`src/rtl/pbrs_defines.vh`:
```
`ifndef PBRS_DEFINES_VH
`define PBRS_DEFINES_VH

// ----------------------------------------------------------------------
// clock rate
// ----------------------------------------------------------------------
`define PBRS_CLK_HZ 20000000
`define PBRS_CYC_PER_MS (`PBRS_CLK_HZ / 1000)

// ----------------------------------------------------------------------
// times in milliseconds
// ----------------------------------------------------------------------
`define PBRS_DEBOUNCE_MS 10
`define PBRS_RESET_SETUP_MS 10000
`define PBRS_DISCHARGE_MS 200
`define PBRS_DCHG_DELAY_MS 5
`define PBRS_SHIP_ENTRY_MS 15000
`define PBRS_PHASE_HOLD_MAX_MS 1
`define PBRS_TRAIN_WINDOW_MS 100
`define PBRS_SHIP_EXIT_MS 2000

// ----------------------------------------------------------------------
// times in core clock cycles
// ----------------------------------------------------------------------
`define PBRS_DEBOUNCE_CYC (`PBRS_DEBOUNCE_MS * `PBRS_CYC_PER_MS)
`define PBRS_RESET_SETUP_CYC (`PBRS_RESET_SETUP_MS * `PBRS_CYC_PER_MS)
`define PBRS_DISCHARGE_CYC (`PBRS_DISCHARGE_MS * `PBRS_CYC_PER_MS)
`define PBRS_DCHG_DELAY_CYC (`PBRS_DCHG_DELAY_MS * `PBRS_CYC_PER_MS)
`define PBRS_SHIP_ENTRY_CYC (`PBRS_SHIP_ENTRY_MS * `PBRS_CYC_PER_MS)
`define PBRS_PHASE_HOLD_CYC (`PBRS_PHASE_HOLD_MAX_MS * `PBRS_CYC_PER_MS)
`define PBRS_TRAIN_WINDOW_CYC (`PBRS_TRAIN_WINDOW_MS * `PBRS_CYC_PER_MS)
`define PBRS_SHIP_EXIT_CYC (`PBRS_SHIP_EXIT_MS * `PBRS_CYC_PER_MS)

// ----------------------------------------------------------------------
// reset values, pulse count and field sizes
// ----------------------------------------------------------------------
`define PBRS_KEY_IDLE 1'b1
`define PBRS_CHG_IDLE 1'b0
`define PBRS_PULSES_NEEDED 3'h5
`define PBRS_CNT_W 32

`endif

```
`src/rtl/pbrs_debounce.v`:
```
`timescale 1ns/10ps
`include "pbrs_defines.vh"

// level debouncer, input must already be synchronised
module pbrs_debounce #(
	parameter [31:0] STABLE_CYC = `PBRS_DEBOUNCE_CYC,
	parameter RESET_LEVEL = 1'b1
) (
	// clock and reset
	input wire core_clk,
	input wire reset_n,
	// level in and out
	input wire levelIn,
	output reg levelOut_q
);

	reg [31:0] stableCnt_q;

	// ------------------------------------------------------------------
	// accept a change only after it stood for STABLE_CYC cycles
	// ------------------------------------------------------------------
	always @(posedge core_clk or negedge reset_n) begin
		if (!reset_n) begin
			stableCnt_q <= 32'h0;
			levelOut_q <= RESET_LEVEL;
		end else if (levelIn == levelOut_q) begin
			stableCnt_q <= 32'h0;
		end else if (stableCnt_q >= STABLE_CYC - 32'h1) begin
			stableCnt_q <= 32'h0;
			levelOut_q <= levelIn;
		end else begin
			stableCnt_q <= stableCnt_q + 32'h1;
		end
	end

endmodule // pbrs_debounce

```
`src/rtl/pbrs_ctrl.v`:
```
`timescale 1ns/10ps
`include "pbrs_defines.vh"

module pbrs_ctrl #(
	parameter [31:0] DEBOUNCE_CYC = `PBRS_DEBOUNCE_CYC,
	parameter [31:0] RESET_SETUP_CYC = `PBRS_RESET_SETUP_CYC,
	parameter [31:0] DISCHARGE_CYC = `PBRS_DISCHARGE_CYC,
	parameter [31:0] DCHG_DELAY_CYC = `PBRS_DCHG_DELAY_CYC,
	parameter [31:0] SHIP_ENTRY_CYC = `PBRS_SHIP_ENTRY_CYC,
	parameter [31:0] PHASE_HOLD_CYC = `PBRS_PHASE_HOLD_CYC,
	parameter [31:0] TRAIN_WINDOW_CYC = `PBRS_TRAIN_WINDOW_CYC,
	parameter [31:0] SHIP_EXIT_CYC = `PBRS_SHIP_EXIT_CYC
) (
	// clock and reset
	input wire core_clk,
	input wire reset_n,
	// push-button keys, low while pressed
	input wire keyInputA,
	input wire keyInputB,
	// ship request pulse train from host processor
	input wire shipRequest,
	// charger sense, high while a charger is present
	input wire chargerSense,
	// battery switch and reset outputs
	output reg batterySwitchGateOut_q,
	output reg hostResetOut_n_q,
	// discharge outputs, low while pulling capacitors down
	output reg dischargeOutA_q,
	output reg dischargeOutB_q,
	// status
	output reg shipModeActive_q,
	output reg shipExitCharger_q
);

	// ------------------------------------------------------------------
	// states
	// ------------------------------------------------------------------
	localparam [2:0] ST_IDLE = 3'h0;
	localparam [2:0] ST_QUAL = 3'h1;
	localparam [2:0] ST_PRE = 3'h2;
	localparam [2:0] ST_DISCH = 3'h3;
	localparam [2:0] ST_POST = 3'h4;
	localparam [2:0] ST_SHIP_WAIT = 3'h5;
	localparam [2:0] ST_SHIP = 3'h6;

	// ------------------------------------------------------------------
	// saturating increment of a cycle counter
	// ------------------------------------------------------------------
	function [31:0] pbrsInc;
		input [31:0] v;
		begin
			pbrsInc = (v == 32'hFFFFFFFF) ? v : v + 32'h1;
		end
	endfunction

	// ------------------------------------------------------------------
	// declarations
	// ------------------------------------------------------------------
	reg keyAMeta_q;
	reg keyASync_q;
	reg keyBMeta_q;
	reg keyBSync_q;
	reg chgMeta_q;
	reg chgSync_q;
	reg reqMeta_q;
	reg reqSync_q;
	wire keyADeb;
	wire keyBDeb;
	wire chgDeb;
	reg [2:0] state_q;
	reg [2:0] state_d;
	reg [31:0] cnt_q;
	reg [31:0] cnt_d;
	reg armed_q;
	reg armed_d;
	reg exitCharger_d;
	reg reqPrev_q;
	reg [31:0] phase_q;
	reg [31:0] win_q;
	reg [2:0] pulses_q;
	reg trainActive_q;
	reg trainDone_q;
	wire bothLow;
	wire trainEnable;
	wire reqEdge;
	reg [31:0] settleCnt_q;
	wire keysSettled;

	// ------------------------------------------------------------------
	// two-flop synchronisers on every pin input
	// ------------------------------------------------------------------
	always @(posedge core_clk or negedge reset_n) begin
		if (!reset_n) begin
			keyAMeta_q <= `PBRS_KEY_IDLE;
			keyASync_q <= `PBRS_KEY_IDLE;
			keyBMeta_q <= `PBRS_KEY_IDLE;
			keyBSync_q <= `PBRS_KEY_IDLE;
			chgMeta_q <= `PBRS_CHG_IDLE;
			chgSync_q <= `PBRS_CHG_IDLE;
			reqMeta_q <= 1'b0;
			reqSync_q <= 1'b0;
		end else begin
			keyAMeta_q <= keyInputA;
			keyASync_q <= keyAMeta_q;
			keyBMeta_q <= keyInputB;
			keyBSync_q <= keyBMeta_q;
			chgMeta_q <= chargerSense;
			chgSync_q <= chgMeta_q;
			reqMeta_q <= shipRequest;
			reqSync_q <= reqMeta_q;
		end
	end

	// ------------------------------------------------------------------
	// debouncers for both keys and charger sense
	// ------------------------------------------------------------------
	pbrs_debounce #(
		.STABLE_CYC(DEBOUNCE_CYC),
		.RESET_LEVEL(`PBRS_KEY_IDLE)
	) uDebKeyA (
		.core_clk(core_clk),
		.reset_n(reset_n),
		.levelIn(keyASync_q),
		.levelOut_q(keyADeb)
	);

	pbrs_debounce #(
		.STABLE_CYC(DEBOUNCE_CYC),
		.RESET_LEVEL(`PBRS_KEY_IDLE)
	) uDebKeyB (
		.core_clk(core_clk),
		.reset_n(reset_n),
		.levelIn(keyBSync_q),
		.levelOut_q(keyBDeb)
	);

	pbrs_debounce #(
		.STABLE_CYC(DEBOUNCE_CYC),
		.RESET_LEVEL(`PBRS_CHG_IDLE)
	) uDebChg (
		.core_clk(core_clk),
		.reset_n(reset_n),
		.levelIn(chgSync_q),
		.levelOut_q(chgDeb)
	);

	// both debounced keys pressed
	assign bothLow = !keyADeb && !keyBDeb;

	// pulse decoding only while idle and keys not both pressed
	assign trainEnable = (state_q == ST_IDLE) && !bothLow;
	assign reqEdge = reqSync_q != reqPrev_q;

	// debouncers start at released, so arming waits until pins were seen
	assign keysSettled = settleCnt_q >= DEBOUNCE_CYC + 32'h3;

	// ------------------------------------------------------------------
	// ship request pulse train decoder
	// ------------------------------------------------------------------
	always @(posedge core_clk or negedge reset_n) begin
		if (!reset_n) begin
			reqPrev_q <= 1'b0;
			phase_q <= 32'h0;
			win_q <= 32'h0;
			pulses_q <= 3'h0;
			trainActive_q <= 1'b0;
			trainDone_q <= 1'b0;
		end else begin
			reqPrev_q <= reqSync_q;
			trainDone_q <= 1'b0;
			phase_q <= reqEdge ? 32'h0 : pbrsInc(phase_q);
			if (!trainEnable) begin
				trainActive_q <= 1'b0;
				pulses_q <= 3'h0;
				win_q <= 32'h0;
			end else if (trainActive_q &&
				win_q >= TRAIN_WINDOW_CYC - 32'h1) begin
				trainActive_q <= 1'b0;
				pulses_q <= 3'h0;
				win_q <= 32'h0;
			end else if (reqEdge && reqSync_q) begin
				// rising edge: short low phase restarts the train
				if (!trainActive_q || phase_q < PHASE_HOLD_CYC) begin
					trainActive_q <= 1'b1;
					pulses_q <= 3'h0;
					win_q <= 32'h0;
				end else begin
					win_q <= pbrsInc(win_q);
				end
			end else if (reqEdge && trainActive_q) begin
				// falling edge closes a high phase
				if (phase_q < PHASE_HOLD_CYC) begin
					trainActive_q <= 1'b0;
					pulses_q <= 3'h0;
					win_q <= 32'h0;
				end else if (pulses_q == `PBRS_PULSES_NEEDED - 3'h1) begin
					trainDone_q <= 1'b1;
					trainActive_q <= 1'b0;
					pulses_q <= 3'h0;
					win_q <= 32'h0;
				end else begin
					pulses_q <= pulses_q + 3'h1;
					win_q <= pbrsInc(win_q);
				end
			end else if (trainActive_q) begin
				win_q <= pbrsInc(win_q);
			end
		end
	end

	// ------------------------------------------------------------------
	// next state, counter and arming
	// ------------------------------------------------------------------
	always @* begin
		state_d = state_q;
		cnt_d = pbrsInc(cnt_q);
		exitCharger_d = shipExitCharger_q;
		// a released key re-arms reset qualification
		armed_d = armed_q || (keysSettled && (keyADeb || keyBDeb));
		case (state_q)
			ST_IDLE: begin
				cnt_d = 32'h0;
				if (bothLow && armed_q) begin
					state_d = ST_QUAL;
				end else if (trainDone_q) begin
					state_d = ST_SHIP_WAIT;
				end
			end
			ST_QUAL: begin
				if (!bothLow) begin
					state_d = ST_IDLE;
				end else if (cnt_q >= RESET_SETUP_CYC - 32'h1) begin
					state_d = ST_PRE;
					cnt_d = 32'h0;
				end
			end
			ST_PRE: begin
				// no input is looked at until release
				if (cnt_q >= DCHG_DELAY_CYC - 32'h1) begin
					state_d = ST_DISCH;
					cnt_d = 32'h0;
				end
			end
			ST_DISCH: begin
				if (cnt_q >= DISCHARGE_CYC - 32'h1) begin
					state_d = ST_POST;
					cnt_d = 32'h0;
				end
			end
			ST_POST: begin
				armed_d = 1'b0;
				if (cnt_q >= DCHG_DELAY_CYC - 32'h1) begin
					state_d = ST_IDLE;
					cnt_d = 32'h0;
				end
			end
			ST_SHIP_WAIT: begin
				// keys and charger both ignored here
				armed_d = 1'b0;
				if (cnt_q >= SHIP_ENTRY_CYC - 32'h1) begin
					state_d = ST_SHIP;
					cnt_d = 32'h0;
				end
			end
			ST_SHIP: begin
				armed_d = 1'b0;
				if (chgDeb) begin
					state_d = ST_IDLE;
					exitCharger_d = 1'b1;
					cnt_d = 32'h0;
				end else if (keyADeb) begin
					cnt_d = 32'h0;
				end else if (cnt_q >= SHIP_EXIT_CYC - 32'h1) begin
					state_d = ST_IDLE;
					exitCharger_d = 1'b0;
					cnt_d = 32'h0;
				end
			end
			default: begin
				state_d = ST_IDLE;
				cnt_d = 32'h0;
			end
		endcase
	end

	// ------------------------------------------------------------------
	// state registers, cleared at power-on
	// ------------------------------------------------------------------
	always @(posedge core_clk or negedge reset_n) begin
		if (!reset_n) begin
			state_q <= ST_IDLE;
			cnt_q <= 32'h0;
			armed_q <= 1'b0;
			shipExitCharger_q <= 1'b0;
			settleCnt_q <= 32'h0;
		end else begin
			settleCnt_q <= keysSettled ? settleCnt_q : settleCnt_q + 32'h1;
			state_q <= state_d;
			cnt_q <= cnt_d;
			armed_q <= armed_d;
			shipExitCharger_q <= exitCharger_d;
		end
	end

	// ------------------------------------------------------------------
	// registered outputs decoded from the next state
	// ------------------------------------------------------------------
	always @(posedge core_clk or negedge reset_n) begin
		if (!reset_n) begin
			batterySwitchGateOut_q <= 1'b0;
			hostResetOut_n_q <= 1'b1;
			dischargeOutA_q <= 1'b1;
			dischargeOutB_q <= 1'b1;
			shipModeActive_q <= 1'b0;
		end else begin
			// gate high through whole reset and in ship mode
			batterySwitchGateOut_q <= (state_d == ST_PRE) ||
				(state_d == ST_DISCH) || (state_d == ST_POST) ||
				(state_d == ST_SHIP);
			hostResetOut_n_q <= !((state_d == ST_PRE) ||
				(state_d == ST_DISCH) || (state_d == ST_POST));
			// discharge only inside the reset discharge period
			dischargeOutA_q <= state_d != ST_DISCH;
			dischargeOutB_q <= state_d != ST_DISCH;
			shipModeActive_q <= state_d == ST_SHIP;
		end
	end

endmodule // pbrs_ctrl

```
`config.mk`:
```
export PLATFORM = sky130hd
export DESIGN_NAME = pbrs_ctrl
export DESIGN_NICKNAME = d
export VERILOG_FILES = /design/src/rtl/pbrs_debounce.v /design/src/rtl/pbrs_ctrl.v
export VERILOG_INCLUDE_DIRS = /design/src /design/src/rtl
export SDC_FILE = /design/constraint.sdc
export NUM_CORES = 1
export LEC_CHECK = 0
export BUFFER_PORTS_ARGS = -buffer_cell sky130_fd_sc_hd__clkbuf_2
export CORE_MARGIN = 2
export CORE_UTILIZATION = 45
export DETAILED_ROUTE_END_ITERATION = 8
export PLACE_DENSITY_LB_ADDON = 0.15
export SLEW_MARGIN = 15
export SYNTH_ARGS = -nofsm -noshare
export SYNTH_HDL_FRONTEND = slang
export SYNTH_SLANG_ARGS = --single-unit
```
`constraint.sdc`:
```
create_clock -name core_clk -period 6.3 [get_ports core_clk]
set_input_delay 0.315 -clock core_clk [delete_from_list [all_inputs] [get_ports core_clk]]
set_output_delay 0.315 -clock core_clk [all_outputs]
set_load 0.005 [all_outputs]
```
==> impl_metrics.env, run 1 <==
export IMPL_ir_drop_mv=0.347
export IMPL_mostFrequentLayoutCell="dfrtp_1"
export IMPL_drt_pass1_iterations=7
export IMPL_p_per_area_mw_per_mm2=253
export IMPL_crit_fanout=32
export IMPL_worst_hold_path_type="primary input to async pin"
export IMPL_tritoncts="done"
export IMPL_area_delta_synth_final_pct=11.9
export IMPL_htreeDepth=1
export IMPL_drc=1
export IMPL_r2r_start="cnt_q[29]"
export IMPL_cts_resized=0
export IMPL_layout_drive_gt1_share=0.0987
export IMPL_final_cell_count_no_fill=1571
export IMPL_grt_pass1_wl_um=40000
export IMPL_initialDrtViolationCount=427
export IMPL_violations="DRC"
export IMPL_synth_edff_count=0
export IMPL_synthFlopType="dfrtp_1"
export IMPL_cp_start_kind="register"
export IMPL_drtAntennaViolNets=0
export IMPL_avgSynthCellArea_um2=10.1
export IMPL_ys_types=76
export IMPL_cts_setup_buffers=0
export IMPL_synth_warnings=0
export IMPL_cts_buffers=28
export IMPL_fmax_ghz=0.348
export IMPL_start_util=0.459
export IMPL_min_period_ns=2.88
export IMPL_yosysSeqAreaShare=0.522
export IMPL_async_reset_ff_frac=1.00
export IMPL_grt_max_degree=85
export IMPL_leakagePower_nw=5.51
export IMPL_overflow=0
export IMPL_tightestPinTransition_ns=0.975
export IMPL_slew_headroom=0.350
export IMPL_clkLatencyLatePin_ns=0.54
export IMPL_dp_hpwl_um=14900
export IMPL_wl_um=22900
export IMPL_register_area_mm2=0.00627
export IMPL_clock_path_buffers=3
export IMPL_clkSinkCount=250
export IMPL_gp_congestion=0.813
export IMPL_antenna_found_initial=0
export IMPL_n_antenna_cell=0
export IMPL_die_area_mm2=0.0280
export IMPL_cp_required_ns=6.76
export IMPL_final_cell_mix="242 x dfrtp_1, 153 x nor2_1, 87 x nand2_1"
export IMPL_syn_area_mm2=0.0120
export IMPL_die_h_um=167
export IMPL_criticalPathCategory="register to register"
export IMPL_ys_ff_latch=250
export IMPL_fin_setup_tns_ns=0
export IMPL_vias=8399
export IMPL_clk_pin_slew_worst_paths_ns=0.06
export IMPL_via_per_inst=5.35
export IMPL_dp_cells=1515
export IMPL_drt_wirelength_per_cell_um=14.6
export IMPL_synthCells=1189
export IMPL_slew_violations=0
export IMPL_core_area_mm2=0.0261
export IMPL_cp_data_arrival_time_ns=3.34
export IMPL_status="finished, violations left"
export IMPL_rsz0062_at_grt="false"
export IMPL_fillers=2368
export IMPL_drv_cap=0
export IMPL_period_share=0.457
export IMPL_num_rows=59
export IMPL_setup_viol=0
export IMPL_grt_util_all_layers=0.168
export IMPL_cp_startpoint="cnt_q[29]"
export IMPL_r2r_cells=7
export IMPL_clockRootBuffer="clkbuf_16"
export IMPL_endpoint_kind="register"
export IMPL_nNetsFinal=1231
export IMPL_numPortBuffers=11
export IMPL_grt_pass1_vias=8174
export IMPL_die_w_um=167
export IMPL_hold_viol=0
export IMPL_multi_input_area_mm2=0.00553
export IMPL_fin_skew_ns=0.00779
export IMPL_power_total_mw=3.40
export IMPL_io_pins=12
layout make-up:
cell class | instances | area share
clock buffers | 42 | 0.0621
clock inverters | 9 | 0.00913
inverters | 24 | 0.00671
multi-input cells | 888 | 0.412
flip-flops and latches | 250 | 0.467
well taps | 335 | 0.0312
repair buffers | 23 | 0.0125
state kept, by name (all words and copies together) (netlist names), 3 cells and up:
name                  count
cnt_q                    32
phase_q                  32
pulses_q                  3
settleCnt_q              32
state_q                   3
uDebChg.stableCnt_q      32
uDebKeyA.stableCnt_q     32
uDebKeyB.stableCnt_q     32
win_q                    32
synthesized netlist by cell type, types with 11 or more instances:
library cell    n  area (um2)
a21oi_2        30         263
clkbuf_1       55         206
a21oi_1        25         125
nor3_1         48         240
nand2_1        87         327
nor2_1        153         574
dfrtp_1       242        6060
and3_1         22         138
nand3_1        58         290
or3_1          11        68.8
xor2_1         71         622
inv_1          23        86.3
and4_1         14         123
nand4_1        48         300
nor4_1         47         294
xnor2_1        75         657
critical path: stages, from the launching register on:
cell and delay [ns]:
dfrtp_1 0.45, or3_4 0.45, or4_4 0.55, o41a_1 0.44, a311oi_2 0.32, a221oi_4 0.05, buf_4 0.32, a21oi_1 0.21
where the power goes:
| part | switching, mW | internal, mW | leakage, nW | total [mW] |
|---|---|---|---|---|
| combinational | 0.0690 | 0.0215 | 1.70 | 0.0905 |
| clock | 0.632 | 1.03 | 0.471 | 1.66 |
| sequential | 0.0159 | 1.63 | 3.34 | 1.65 |
| total | 0.717 | 2.69 | 5.51 | 3.40 |
kinds of logic (layout without fill, tap and decap cells):
| family | Yosys count | after routing | share of synthesized area |
|---|---|---|---|
| AO/OA/AOI/OAI | 133 | 133 | 0.0839 |
| XOR/XNOR | 146 | 146 | 0.106 |
| adder cells (fa/ha/maj) | 10 | 10 | 0.0104 |
| buffers and inverters | 92 | 98 | 0.0329 |
| flip-flops | 250 | 250 | 0.522 |
| multiplexers | 9 | 9 | 0.00792 |
| other | 1 | 42 | 0.000312 |
| AND/OR/NAND/NOR | 548 | 548 | 0.236 |
stage by stage:
step | util | setup WS, ns | area [um2] | hold WS [ns]
after global routing | 0.514 | 3.27 | 13400 | 0.364
after CTS | 0.514 | 3.43 | 13400 | 0.348
after global placement | 0.475 | 3.47 | 12400 | 0.334
final | 0.514 | 3.42 | 13400 | 0.346
after floorplan | - | 3.75 | 12200 | 0.0194
after detailed placement | 0.475 | 3.43 | 12400 | 0.335
worst paths after layout:
kind | endpoint | slack (ns)
setup / recovery | cnt_q[9] | 3.42
hold / removal | uDebKeyA.stableCnt_q[5] | 0.35
setup reg to reg | cnt_q[9] | 3.42
hold reg to reg | reqSync_q | 0.35
max in group asynchronous | win_q[30] | 4.65
min in group core_clk | reqSync_q | 0.35
metal layers:
layer / up-vias / GRT usage / share of wire
li1: 4205 / - / -
met2: 103 / 0.263 / 0.45
met5: - / 0 / 0
met1: 4050 / 0.246 / 0.51
met4: 0 / 0.0450 / 0.021
met3: 41 / 0.0236 / 0.028
what timing repair did:
item,CTS,global route
hold endpoints to repair,80,0
hold buffers,5,0
setup endpoints to repair,0,0
Power figures use the tool's default switching activity.
==> run 2: changes to the inputs <==
clock period = 2.9 ns   (was 6.3 ns; I/O delays follow)
==> impl_metrics.env, run 2 (synthesis results as in run 1) <==
export IMPL_num_rows=59
export IMPL_endpoint_kind="register"
export IMPL_layout_drive_gt1_share=0.120
export IMPL_grt_pass1_vias=8287
export IMPL_hold_viol=0
export IMPL_grt_pass1_wl_um=40700
export IMPL_period_share=0.935
export IMPL_die_area_mm2=0.0280
export IMPL_multi_input_area_mm2=0.00553
export IMPL_antenna_found_initial=0
export IMPL_criticalPathCategory="register to register"
export IMPL_reg2reg_setup_slack_ns=0.19
export IMPL_clkSinkCount=250
export IMPL_cp_data_arrival_time_ns=3.17
export IMPL_via_per_inst=5.34
export IMPL_n_antenna_cell=0
export IMPL_tightestPinTransition_ns=0.889
export IMPL_initialDrtViolationCount=467
export IMPL_setup_viol=0
export IMPL_cp_slowest_cell="or4_4"
export IMPL_cts_buffers=28
export IMPL_vias=8537
export IMPL_rsz0062_at_grt="false"
export IMPL_register_area_mm2=0.00627
export IMPL_p_per_area_mw_per_mm2=538
export IMPL_numPortBuffers=11
export IMPL_fmax_ghz=0.369
export IMPL_fin_setup_tns_ns=0
export IMPL_violations="DRC"
export IMPL_wl_um=23300
export IMPL_clock_path_buffers=3
export IMPL_clockRootBuffer="clkbuf_16"
export IMPL_nNetsFinal=1260
export IMPL_cp_start_kind="register"
export IMPL_slew_headroom=0.407
export IMPL_drv_cap=0
export IMPL_drt_pass1_iterations=7
export IMPL_final_cell_mix="242 x dfrtp_1, 153 x nor2_1, 87 x nand2_1"
export IMPL_overflow=0
export IMPL_drtAntennaViolNets=0
export IMPL_gp_congestion=0.834
export IMPL_cp_required_ns=3.36
export IMPL_clkLatencyLatePin_ns=0.54
export IMPL_io_pins=12
export IMPL_drc=1
export IMPL_clk_pin_slew_worst_paths_ns=0.06
export IMPL_fillers=2356
export IMPL_tritoncts="done"
export IMPL_ir_drop_mv=0.487
export IMPL_crit_chain="or3_4 > or4_4 > o41a_1 > a311oi_2 > a221oi_4 > buf_12 > a21oi_2"
export IMPL_status="finished, violations left"
export IMPL_die_h_um=167
export IMPL_worst_hold_path_type="primary input to register"
export IMPL_cts_resized=0
export IMPL_power_total_mw=7.36
export IMPL_crit_fanout=32
export IMPL_grt_max_degree=117
export IMPL_area_delta_synth_final_pct=13.9
export IMPL_min_period_ns=2.71
export IMPL_start_util=0.459
export IMPL_leakagePower_nw=5.66
export IMPL_drt_wirelength_per_cell_um=14.5
export IMPL_mostFrequentLayoutCell="dfrtp_1"
export IMPL_fin_skew_ns=0.0135
export IMPL_slew_violations=0
export IMPL_htreeDepth=1
export IMPL_core_area_mm2=0.0261
export IMPL_die_w_um=167
export IMPL_dp_hpwl_um=15100
export IMPL_cp_slowest_stage_delay_ns=0.56
export IMPL_grt_util_all_layers=0.170
==> run 2: cell count changes in the layout (fill, tap and decap cells not counted) <==
cell,before,now
buf_4,7,32
clkinvlp_4,1,2
buf_12,0,4
clkinv_2,5,7
clkbuf_8,6,4
clkinv_8,0,1
clkbuf_16,29,28
clkbuf_1,7,6
==> run 2: worst paths after layout <==
check	from	endpoint	cells past startpoint
max	cnt_q[30]	cnt_q[7]	7
min	keyInputB	keyBMeta_q	2
max reg2reg	cnt_q[30]	cnt_q[7]	7
min reg2reg	chgMeta_q	chgSync_q	0
max in group asynchronous	reset_n	phase_q[31]	3
min in group asynchronous	reset_n	uDebKeyB.stableCnt_q[21]	2
==> run 2: critical path, delay by kind of cell (launching register included) <==
| family | cells | cell delay (ns) |
|---|---|---|
| flip-flops | 1 | 0.44 |
| AO/OA/AOI/OAI | 4 | 0.99 |
| AND/OR/NAND/NOR | 2 | 0.98 |
| buffers and inverters | 1 | 0.21 |
==> run 2: layer usage <==
metal  GRT usage  vias to the layer above  part of all wire
met5           0                        -                 0
met4      0.0431                        0             0.023
met3      0.0222                       40             0.027
met2       0.273                      125              0.46
met1       0.247                     4100              0.49
li1            -                     4272                 -
==> run 2: where the power goes <==
group	switching (mW)	internal, mW	leakage (nW)
Clock	1.41	2.14	0.458
Sequential	0.0352	3.55	3.34
Combinational	0.155	0.0599	1.87
Total	1.60	5.75	5.66
==> run 2: cell type report <==
type | instances | share of cell area
tap | 335 | 0.0306
inverter | 24 | 0.00659
multi-input combinational | 888 | 0.404
clock inverter | 13 | 0.0114
clock buffer | 38 | 0.0569
timing repair buffer | 52 | 0.0318
sequential | 250 | 0.458
==> run 2: what timing repair did <==
item / 4_1_cts / 5_1_grt
setup buffers: 0 / 0
endpoints found under the hold margin: 108 / 0
hold buffers: 5 / 0
==> run 2: stage by stage <==
step | utilization | setup WS (ns) | instance area [um2] | hold slack, ns | instances
2_1_floorplan | - | 0.354 | 12200 | -0.151 | 1230
3_3_place_gp | 0.486 | 0.234 | 12700 | 0.234 | 1544
3_5_place_dp | 0.486 | 0.219 | 12700 | 0.236 | 1544
4_1_cts | 0.523 | 0.179 | 13700 | 0.218 | 1600
5_1_grt | 0.523 | 0.0971 | 13700 | 0.237 | 1600
6_report | 0.523 | 0.189 | 13700 | 0.240 | 1600
==> run 3: changes to the inputs <==
GPL_TIMING_DRIVEN = 0   (was not set)
==> impl_metrics.env, run 3 (synthesis results as in run 1) <==
export IMPL_grt_pass1_vias=8585
export IMPL_min_period_ns=2.78
export IMPL_use_met1=0.248
export IMPL_gp_congestion=0.826
export IMPL_cp_slowest_cell="or4_4"
export IMPL_hold_viol=0
export IMPL_p_comb_frac=0.029
export IMPL_clk_pin_slew_worst_paths_ns=0.06
export IMPL_crit_fanout=10
export IMPL_path_delay_family="compound AO/OA/AOI/OAI gates"
export IMPL_register_area_mm2=0.00627
export IMPL_clockRootBuffer="clkbuf_16"
export IMPL_r2r_cells=8
export IMPL_num_rows=59
export IMPL_endpoint_kind="register"
export IMPL_clkLatencyLatePin_ns=0.54
export IMPL_r2r_start="cnt_q[25]"
export IMPL_drc=1
export IMPL_cp_data_arrival_time_ns=3.25
export IMPL_wl_um=23700
export IMPL_cp_startpoint="cnt_q[25]"
export IMPL_numPortBuffers=11
export IMPL_grt_pass1_wl_um=41500
export IMPL_start_util=0.459
export IMPL_slew_headroom=0.455
export IMPL_multi_input_area_mm2=0.00555
export IMPL_utilization=0.526
export IMPL_ir_drop_mv=0.444
export IMPL_reg2reg_setup_slack_ns=0.12
export IMPL_cp_required_ns=3.37
export IMPL_p_int_mw=5.80
export IMPL_core_area_mm2=0.0261
export IMPL_drtAntennaViolNets=0
export IMPL_p_sw_frac=0.214
export IMPL_fin_setup_tns_ns=0
export IMPL_layout_drive_gt1_share=0.108
export IMPL_dp_hpwl_um=15600
export IMPL_initialDrtViolationCount=536
export IMPL_drt_pass1_iterations=7
export IMPL_reg2reg_to="cnt_q[8]"
export IMPL_area_delta_synth_final_pct=14.5
export IMPL_cts_buffers=28
export IMPL_grt_busiest_layer="met2"
export IMPL_cp_slowest_stage_delay_ns=0.52
export IMPL_final_cell_mix="242 x dfrtp_1, 153 x nor2_1, 87 x nand2_1"
export IMPL_leakagePower_nw=5.62
export IMPL_rsz0062_at_grt="false"
export IMPL_nNetsFinal=1291
export IMPL_switchingPower_mw=1.58
export IMPL_status="finished, violations left"
export IMPL_antenna_found_initial=0
export IMPL_drt_wirelength_per_cell_um=14.6
export IMPL_pwr_share_clk=0.486
export IMPL_io_pins=12
export IMPL_fillers=2378
export IMPL_p_per_area_mw_per_mm2=537
export IMPL_htreeDepth=1
export IMPL_clock_path_buffers=3
export IMPL_overflow=0
export IMPL_fmax_ghz=0.359
export IMPL_fin_skew_ns=0.0114
export IMPL_crit_buf_inv=2
export IMPL_tritoncts="done"
export IMPL_n_antenna_cell=0
export IMPL_die_h_um=167
export IMPL_grt_max_degree=100
export IMPL_pwr_share_seq=0.485
export IMPL_mostFrequentLayoutCell="dfrtp_1"
export IMPL_vias=8719
export IMPL_drv_cap=0
export IMPL_crit_chain="clkbuf_1 > or3_1 > or4_4 > o41a_1 > a311oi_2 > a221oi_4 > buf_6 > a21oi_2"
export IMPL_period_share=0.960
export IMPL_criticalPathCategory="register to register"
export IMPL_use_met3=0.0241
export IMPL_grtUsageMet2=0.283
export IMPL_cp_start_kind="register"
export IMPL_via_per_inst=5.34
export IMPL_violations="DRC"
export IMPL_die_w_um=167
export IMPL_clkSinkCount=250
export IMPL_worst_hold_path_type="primary input to async pin"
export IMPL_slew_violations=0
export IMPL_grt_util_all_layers=0.174
export IMPL_tightestPinTransition_ns=0.810
export IMPL_die_area_mm2=0.0280
export IMPL_setup_viol=0
[run 3: cell type report]
class / instances / share of cell area
sequential: 250 / 0.456
multi-input combinational: 888 / 0.403
clock buffer: 43 / 0.0624
tap: 335 / 0.0305
buffer: 64 / 0.0217
timing repair buffer: 19 / 0.0128
clock inverter: 9 / 0.00691
inverter: 24 / 0.00655
[run 3: layer usage]
layer / vias up / part of all wire
li1: 4326 / -
met1: 4265 / 0.49
met2: 100 / 0.46
met3: 28 / 0.031
met4: 0 / 0.019
met5: - / 0
[run 3: how the worst max path moves through the flow]
stage | to | cells past startpoint
finish | cnt_q[8] | 8
global route | cnt_q[20] | 8
CTS | settleCnt_q[13] | 6
detailed placement | cnt_q[11] | 9
global placement | phase_q[4] | 1
floorplan | cnt_q[11] | 8
[run 3: worst reg2reg max path, delay by kind of cell (launching register included)]
family / cells / cell delay [ns]
AND/OR/NAND/NOR: 2 / 0.91
flip-flops: 1 / 0.36
buffers and inverters: 2 / 0.41
AO/OA/AOI/OAI: 4 / 1.03
[run 3: timing repair]
action	in CTS	in global routing
endpoints found under the hold margin	73	0
endpoints found under the setup margin	62	56
hold buffers	5	0
buffers inserted	0	1
gates resized for setup	8	9
pin swaps	0	1
[run 3: through the flow]
stage	worst slack [ns]	area (um2)	hold slack [ns]	total power, mW	instances
3_3_place_gp	-3.48	12600	0.235	3.84	1576
6_report	0.117	13800	0.193	7.38	1632
5_1_grt	0.000940	13800	0.232	7.66	1632
3_5_place_dp	-0.262	12700	0.216	3.85	1578
2_1_floorplan	0.354	12200	-0.151	3.73	1230
4_1_cts	0.0318	13700	0.210	7.49	1635
[run 3: power by group through the flow]
stage          clock, mW  combinational [mW]  sequential (mW)
3_3_place_gp           0               0.197             3.64
3_5_place_dp           0               0.209             3.64
2_1_floorplan          0              0.0948             3.63
4_1_cts             3.70               0.217             3.58
6_report            3.59               0.212             3.58
5_1_grt             3.82               0.249             3.59
